### config.mk
export PLATFORM = sky130hd
export DESIGN_NAME = vil_iface
export DESIGN_NICKNAME = d
export VERILOG_FILES = /design/src/vil_pkg.sv /design/src/vil_iface.sv
export VERILOG_INCLUDE_DIRS = /design/src
export SDC_FILE = /design/constraint.sdc
export NUM_CORES = 1
export LEC_CHECK = 0
export ABC_AREA = 0
export BUFFER_PORTS_ARGS = -buffer_cell sky130_fd_sc_hd__buf_2
export CAP_MARGIN = 20
export CORE_ASPECT_RATIO = 1.1
export CORE_MARGIN = 5
export CORE_UTILIZATION = 56
export DETAILED_ROUTE_END_ITERATION = 10
export HOLD_SLACK_MARGIN = 0.06
export PLACE_DENSITY_LB_ADDON = 0.1
export SYNTH_ARGS = -nofsm -noshare
export SYNTH_HDL_FRONTEND = slang
export SYNTH_SLANG_ARGS = --single-unit
### constraint.sdc
create_clock -name REF_CLK_IN -period 7.07 [get_ports REF_CLK_IN]
set_input_delay 0.707 -clock REF_CLK_IN [delete_from_list [all_inputs] [get_ports REF_CLK_IN]]
set_output_delay 0.707 -clock REF_CLK_IN [all_outputs]
set_load 0.05 [all_outputs]
### src/vil_defines.svh
/*
 Offsets, field positions, encodings and defaults of the virtual IRQ list interface.
 Assumes inclusion by bare name from the design module and the bench.
*/
`ifndef VIL_DEFINES_SVH
`define VIL_DEFINES_SVH
// ********************************
// Guest register byte offsets
// ********************************
`define VIL_OFF_CTRL 13'h0000
`define VIL_OFF_ACK 13'h000c
`define VIL_OFF_EOI 13'h0010
`define VIL_OFF_TOP 13'h0018
`define VIL_OFF_ALIAS_ACK 13'h0020
`define VIL_OFF_ALIAS_EOI 13'h0024
`define VIL_OFF_ALIAS_TOP 13'h0028
// ********************************
// Field positions and codes
// ********************************
`define VIL_CTRL_G0_BIT 0
`define VIL_CTRL_G1_BIT 1
`define VIL_CTRL_RESET 2'h0
`define VIL_SPURIOUS_ID 10'h3ff
`define VIL_SGI_LAST 10'h00f
`define VIL_LR_RESET 32'h0
`define VIL_HWOFF_KEEP 10'h207
`define VIL_NUM_LR 4
`define VIL_PHYS_BITS 10
`endif

### src/vil_pkg.sv
/*
 Types shared by the virtual IRQ list interface: list entry layout and states.
 Assumes vil_defines.svh is visible on the include path.
*/
`default_nettype none
package vil_pkg;
  typedef enum logic [1:0] {VIL_INVALID, VIL_PENDING, VIL_ACTIVE, VIL_PEND_ACT} vil_state_t;
  typedef struct packed {
    logic hw_backed_flag;
    logic group_one_flag;
    vil_state_t entry_state;
    logic [4:0] priority_val;
    logic [2:0] reserved;
    logic [9:0] mid_field;
    logic [9:0] guest_irq_id;
  } vil_entry_t;
endpackage
`default_nettype wire

### src/vil_iface.sv
/*
 Virtual CPU interface: list_register entries, guest acknowledge, top pending,
 end of interrupt, signaling gate, maintenance and deactivate request to the distributor.
 Assumes one clock, a synchronous reset, a hypervisor port that writes whole entries
 and a guest port that reads or writes one register per cycle.
*/
// Behaviour
// - Entry state 00 invalid, 01 pending, 10 active, 11 pending and active.
// - The interface advances entry state on acknowledge and end of interrupt.
// - Invalid entries are ignored except for maintenance decisions.
// - Bits 27:23 hold priority; bits 22:20 are reserved.
// - Software entry with end notify raises maintenance once invalid.
// - Software entries with ids 0-15 report requester core in acknowledge bits 12:10.
// - Hardware entries use bits 19:10 as physical source id.
// - Unimplemented high physical id bits read zero and ignore writes.
// - Physical ids 16-31 mean the private irq of this core.
// - Bits 9:0 return to the guest as the acknowledged id.
// - Signaling follows normal priority rules: lowest value wins.
// - Signaling is decided only from the list entries and the group enable bits.
// - Guest acknowledge and end of interrupt update the entries.
// - Group enable bits gate group 0 and group 1 signaling independently.
// - Acknowledge of a disabled group returns the spurious id.
// - Disabled signaling also masks top pending reads; fixed here.
// - Guest control has no bypass disable bits.
// - Hardware entry deactivation sends a request with the physical id.
// - Group flag set marks group 1, gated by its enable bit.
`timescale 1ns/100ps
`default_nettype none
`include "vil_defines.svh"
module vil_iface #(
  parameter int NUM_LR = `VIL_NUM_LR,
  parameter int PHYS_BITS = `VIL_PHYS_BITS
) (
  input wire logic REF_CLK_IN,
  input wire logic RST_IN,
  input wire logic HYP_WR_IN,
  input wire logic [5:0] HYP_IDX_IN,
  input wire logic [31:0] HYP_WDATA_IN,
  output logic [31:0] HYP_RDATA_OUT,
  input wire logic GST_RD_IN,
  input wire logic GST_WR_IN,
  input wire logic [12:0] GST_ADDR_IN,
  input wire logic [31:0] GST_WDATA_IN,
  output logic [31:0] GST_RDATA_OUT,
  output logic GST_RVALID_OUT,
  output logic VIRQ_OUT,
  output logic MAINT_OUT,
  output logic DEACT_REQ_OUT,
  output logic [9:0] DEACT_ID_OUT
);
  localparam int IW = (NUM_LR > 1) ? $clog2(NUM_LR) : 1;

  // ********************************
  // Helpers
  // ********************************
  // Drops reserved bits and, for hardware entries, physical id bits not built
  function automatic vil_pkg::vil_entry_t clean_entry(input logic [31:0] raw);
    vil_pkg::vil_entry_t e;
    logic [9:0] keep;
    e = vil_pkg::vil_entry_t'(raw);
    e.reserved = 3'h0;
    keep = 10'((11'h1 << PHYS_BITS) - 11'h1);
    if (e.hw_backed_flag)
    begin
      e.mid_field = e.mid_field & keep;
    end
    else
    begin
      e.mid_field = e.mid_field & `VIL_HWOFF_KEEP;
    end
    return e;
  endfunction

  function automatic logic grp_on(input vil_pkg::vil_entry_t e, input logic [1:0] en);
    return e.group_one_flag ? en[`VIL_CTRL_G1_BIT] : en[`VIL_CTRL_G0_BIT];
  endfunction

  // ********************************
  // State
  // ********************************
  vil_pkg::vil_entry_t lr_reg [NUM_LR];
  vil_pkg::vil_entry_t lr_next [NUM_LR];
  logic [1:0] ctrl_reg;
  logic [1:0] ctrl_next;
  logic [31:0] grd_reg;
  logic [31:0] grd_next;
  logic grv_reg;
  logic grv_next;
  logic [31:0] hrd_reg;
  logic [31:0] hrd_next;
  logic virq_reg;
  logic virq_next;
  logic maint_reg;
  logic maint_next;
  logic dreq_reg;
  logic dreq_next;
  logic [9:0] did_reg;
  logic [9:0] did_next;
  logic sel_found;
  logic [IW-1:0] sel_idx;
  logic [31:0] sel_word;
  logic is_ack;
  logic is_top;
  logic is_eoi;

  // ********************************
  // Top pending selection
  // ********************************
  // Ties go to the lowest entry index; only pending entries of enabled groups compete
  always_comb
  begin
    sel_found = 1'b0;
    sel_idx = '0;
    for (int i = 0; i < NUM_LR; i++)
    begin
      if (lr_reg[i].entry_state[0] && grp_on(lr_reg[i], ctrl_reg))
      begin
        if (!sel_found || lr_reg[i].priority_val < lr_reg[sel_idx].priority_val)
        begin
          sel_found = 1'b1;
          sel_idx = IW'(i);
        end
      end
    end
    sel_word = {22'h0, `VIL_SPURIOUS_ID};
    if (sel_found)
    begin
      sel_word = {22'h0, lr_reg[sel_idx].guest_irq_id};
      if (!lr_reg[sel_idx].hw_backed_flag && lr_reg[sel_idx].guest_irq_id <= `VIL_SGI_LAST)
      begin
        sel_word[12:10] = lr_reg[sel_idx].mid_field[2:0];
      end
    end
  end

  assign is_ack = GST_RD_IN && (GST_ADDR_IN == `VIL_OFF_ACK || GST_ADDR_IN == `VIL_OFF_ALIAS_ACK);
  assign is_top = GST_RD_IN && (GST_ADDR_IN == `VIL_OFF_TOP || GST_ADDR_IN == `VIL_OFF_ALIAS_TOP);
  assign is_eoi = GST_WR_IN && (GST_ADDR_IN == `VIL_OFF_EOI || GST_ADDR_IN == `VIL_OFF_ALIAS_EOI);

  // ********************************
  // Next state
  // ********************************
  always_comb
  begin
    lr_next = lr_reg;
    ctrl_next = ctrl_reg;
    grd_next = 32'h0;
    grv_next = GST_RD_IN;
    dreq_next = 1'b0;
    did_next = did_reg;
    if (GST_RD_IN)
    begin
      if (GST_ADDR_IN == `VIL_OFF_CTRL)
      begin
        grd_next = {30'h0, ctrl_reg};
      end
      else if (is_top)
      begin
        grd_next = sel_word;
      end
      else if (is_ack)
      begin
        grd_next = sel_word;
        if (sel_found)
        begin
          lr_next[sel_idx].entry_state = vil_pkg::VIL_ACTIVE;
        end
      end
    end
    if (GST_WR_IN && GST_ADDR_IN == `VIL_OFF_CTRL)
    begin
      ctrl_next = GST_WDATA_IN[1:0];
    end
    if (is_eoi)
    begin
      for (int i = 0; i < NUM_LR; i++)
      begin
        if (lr_reg[i].entry_state[1] && lr_reg[i].guest_irq_id == GST_WDATA_IN[9:0])
        begin
          lr_next[i].entry_state = vil_pkg::vil_state_t'({1'b0, lr_reg[i].entry_state[0]});
          if (lr_reg[i].hw_backed_flag)
          begin
            dreq_next = 1'b1;
            did_next = lr_reg[i].mid_field;
          end
        end
      end
    end
    // Hypervisor write lands last so it overrides a same-cycle guest update
    if (HYP_WR_IN && HYP_IDX_IN < 6'(NUM_LR))
    begin
      lr_next[IW'(HYP_IDX_IN)] = clean_entry(HYP_WDATA_IN);
    end
    hrd_next = 32'h0;
    if (HYP_IDX_IN < 6'(NUM_LR))
    begin
      hrd_next = lr_reg[IW'(HYP_IDX_IN)];
    end
    virq_next = sel_found;
    maint_next = 1'b0;
    for (int i = 0; i < NUM_LR; i++)
    begin
      if (lr_reg[i].entry_state == vil_pkg::VIL_INVALID && !lr_reg[i].hw_backed_flag && lr_reg[i].mid_field[9])
      begin
        maint_next = 1'b1;
      end
    end
  end

  // ********************************
  // Registers
  // ********************************
  always_ff @(posedge REF_CLK_IN)
  begin
    if (RST_IN)
    begin
      for (int i = 0; i < NUM_LR; i++)
      begin
        lr_reg[i] <= `VIL_LR_RESET;
      end
      ctrl_reg <= `VIL_CTRL_RESET;
      grd_reg <= 32'h0;
      grv_reg <= 1'b0;
      hrd_reg <= 32'h0;
      virq_reg <= 1'b0;
      maint_reg <= 1'b0;
      dreq_reg <= 1'b0;
      did_reg <= 10'h0;
    end
    else
    begin
      lr_reg <= lr_next;
      ctrl_reg <= ctrl_next;
      grd_reg <= grd_next;
      grv_reg <= grv_next;
      hrd_reg <= hrd_next;
      virq_reg <= virq_next;
      maint_reg <= maint_next;
      dreq_reg <= dreq_next;
      did_reg <= did_next;
    end
  end

  assign GST_RDATA_OUT = grd_reg;
  assign GST_RVALID_OUT = grv_reg;
  assign HYP_RDATA_OUT = hrd_reg;
  assign VIRQ_OUT = virq_reg;
  assign MAINT_OUT = maint_reg;
  assign DEACT_REQ_OUT = dreq_reg;
  assign DEACT_ID_OUT = did_reg;
endmodule
`default_nettype wire

==> impl_metrics.py <==
metrics = {
    "floorplanning": {
        "rows": 48,
        "die-area_mm2": 0.01830,
        "start_util_pct": 56.48,
        "die_w_um": 129.4,
        "die_y_um": 141.4,
        "core_area_mm2": 0.01555,
        "ios": 166,
    },
    "logic_synthesis": {
        "synth.avg_cell_area_um2": 8.143,
        "ys_seq_area_share_pct": 39.65,
        "synth_area_mm2": 0.008786,
        "synth-edff-count": 0,
        "ys_seq_elements": 174,
        "synthArstFlopShare_pct": 0,
        "synth_flop_cell": "dfxtp_1",
        "synth_warnings": 0,
        "yosysUniqueCellTypes": 67,
        "netlist_instances": 1079,
    },
    "power": {
        "seqPwrFrac_pct": 44.9,
        "fin_total_pwr_mw": 2.195,
        "power.switching_uw": 491.6,
        "switching_share_pct": 22.40,
        "power.density_mw_per_mm2": 217.0,
        "clkPwrFrac_pct": 49.1,
        "internal_power_mw": 1.703,
        "combPwrFrac_pct": 6.0,
        "leakagePower_nw": 3.980,
        "ir_worst_vdd_v": 0.0001690,
    },
    "layout": {
        "drive_above_1_share_pct": 19.63,
        "largest_register_ffs": 116,
        "layout_common_cells": "nand2_1, a21oi_1, dfxtp_1",
        "nNetsFinal": 1264,
        "diodes": 0,
        "syn_to_final_growth_pct": 15.12,
        "layout_commonest_cell": "nand2_1",
        "fin_area_mm2": 0.01011,
    },
    "setup_path": {
        "regToRegSetupSlack_ns": 0.81,
        "criticalPathCategory": "reg2reg",
        "cp_data_required_time_ns": 7.39,
        "rr_endpoint": "GST_RDATA_OUT[10]",
        "r2r_cells": 24,
        "cp-start-kind": "flop",
        "cp-end-kind": "flop",
        "cp.arrival_ns": 6.58,
        "cp_max_fo": 13,
        "r2r_start": "lr_reg[121]",
        "startpoint": "lr_reg[121]",
    },
    "routing": {
        "wl_um": 26980,
        "vias": 8265,
        "dr.pass1.iters": 5,
        "ant_nets": 0,
        "wl_per_cell_um": 19.60,
        "avgViaCountPerCell": 6.002,
        "drcViolationCount": 0,
        "first_iter_violations": 766,
    },
    "timing": {
        "finalClockSkew_ns": 0.006864,
        "slew_viol_final": 0,
        "fmax_mhz": 159.8,
        "min_period_ns": 6.259,
        "rsz0062_at_grt": "no",
        "period_share_pct": 88.53,
        "finalSetupTns_ns": 0,
        "hold_viol": 0,
        "relSlewSlack_pct": 25.16,
        "tightest_slew_ns": 1.117,
        "setup-violations-final": 0,
        "setup_slack_ns": 0.8110,
    },
    "cts": {
        "clock_latency_ns": 0.42,
        "h-tree-depth": 4,
        "tritoncts": "yes",
        "clk_path_buf_depth": 2,
        "postCtsHoldBufs": 0,
        "post_cts_buffers": 0,
        "ctsRootBufferMaster": "clkbuf_16",
        "cts_resized": 0,
        "cts_sinks": 174,
        "cts_buffers": 17,
        "clk_pin_slew_ns": 0.06,
    },
    "placement": {
        "hpwl_um": 17890,
        "gp_congestion": 0.9485,
        "placed_area_mm2": 0.009434,
        "numPortBuffers": 118,
        "post-place-ws_ns": 1.128,
    },
    "run_status": {
        "status": "finished clean",
    },
    "worst_hold_path": {
        "min_from": "lr_reg[12]",
        "hold_depth": 2,
        "hold_end": "lr_reg[12]",
        "hold_path.class": "reg2reg",
    },
    "global_routing": {
        "grt_usage_pct": 29.39,
        "grt_pass1_vias": 7871,
        "grt_pass1_wl_um": 41930,
        "antenna_found_initial": 1,
        "grt_max_degree": 63,
        "overflow": 0,
    },
    "job": {
        "max-cap-violations": 0,
    },
}
final cells by class:
cell class / count / area [um^2]
sequential: 174 / 3483
clock inverter: 10 / 209.0
tap: 200 / 250.2
fill: 1397 / 5440
clock buffer: 22 / 464.2
multi-input combinational: 812 / 4886
timing repair buffer: 138 / 743.2
inverter: 21 / 78.83
through the flow:
step	cells	utilization (%)	hold WS (ns)
final	1377	65.03	0.4758
after global routing	1377	65.03	0.4978
after CTS	1376	64.98	0.4746
after detailed placement	1344	60.65	0.4652
after global placement	1344	60.65	0.4541
after floorplan	1100	-	0.4462
how the worst max path moves through the flow:
stage / slack [ns] / endpoint
CTS: 0.92 / GST_RDATA_OUT[10]
finish: 0.81 / GST_RDATA_OUT[10]
detailed placement: 1.13 / GST_RDATA_OUT[10]
floorplan: 2.00 / GST_RDATA_OUT[10]
global placement: 1.23 / GST_RDATA_OUT[10]
global route: 0.23 / GST_RDATA_OUT[10]
synthesized netlist by cell type (21+ instances only):
cell type  number  area share (%)
a21oi_1       180              10
and3_1         32             2.3
buf_4          23             2.0
clkbuf_1       62             2.6
dfxtp_1       174              40
inv_1          21            0.90
mux4_2         28             7.2
nand2_1       213             9.1
nor2_1         96             4.1
nor3_1         36             2.1
o21ai_0        22             1.3
xnor2_1        40             4.0
worst max-delay path, cell delays in order, from the launching register on:
cell	delay, ns
dfxtp_1	0.36
inv_1	0.07
ha_1	0.29
a21oi_1	0.17
o21ai_1	0.12
a21oi_1	0.38
o21a_1	0.40
nor2_1	0.07
a21oi_1	0.19
ha_1	0.29
a21oi_1	0.24
o21ai_0	0.17
nor3_1	0.25
o31ai_2	0.19
nand2_1	0.43
nor2_1	0.09
a21oi_1	0.16
ha_1	0.27
a211oi_1	0.21
nor2_1	0.11
nor4_1	0.34
o2111ai_2	0.43
nand2_4	0.34
o311ai_2	0.21
nor4_1	0.34
per-layer routing:
layer	track usage, %	up-vias	share of wire (%)
li1	-	3887	-
met1	37.80	3915	41
met2	48.69	403	48
met5	0	-	0.048
met4	11.87	2	2.7
met3	5.535	58	8.4
kinds of logic after synthesis:
family	Yosys count	synth area share [%]
xor+xnor	40	3.988
fa+ha+maj	12	1.709
buf+inv	114	5.953
other cells	1	0.04268
simple gates	439	22.30
mux	47	9.769
flops	174	39.65
compound gates	252	16.59
power groups by stage:
| stage | Clock (mW) | Sequential (mW) | Combinational [mW] |
|---|---|---|---|
| 2_1_floorplan | 0 | 1.01 | 0.0949 |
| 3_5_place_dp | 0 | 1.01 | 0.129 |
| 6_report | 1.08 | 0.986 | 0.131 |
| 4_1_cts | 1.08 | 0.986 | 0.130 |
| 5_1_grt | 1.13 | 0.986 | 0.139 |
| 3_3_place_gp | 0 | 1.01 | 0.129 |
(Power assumes the default switching activity.)
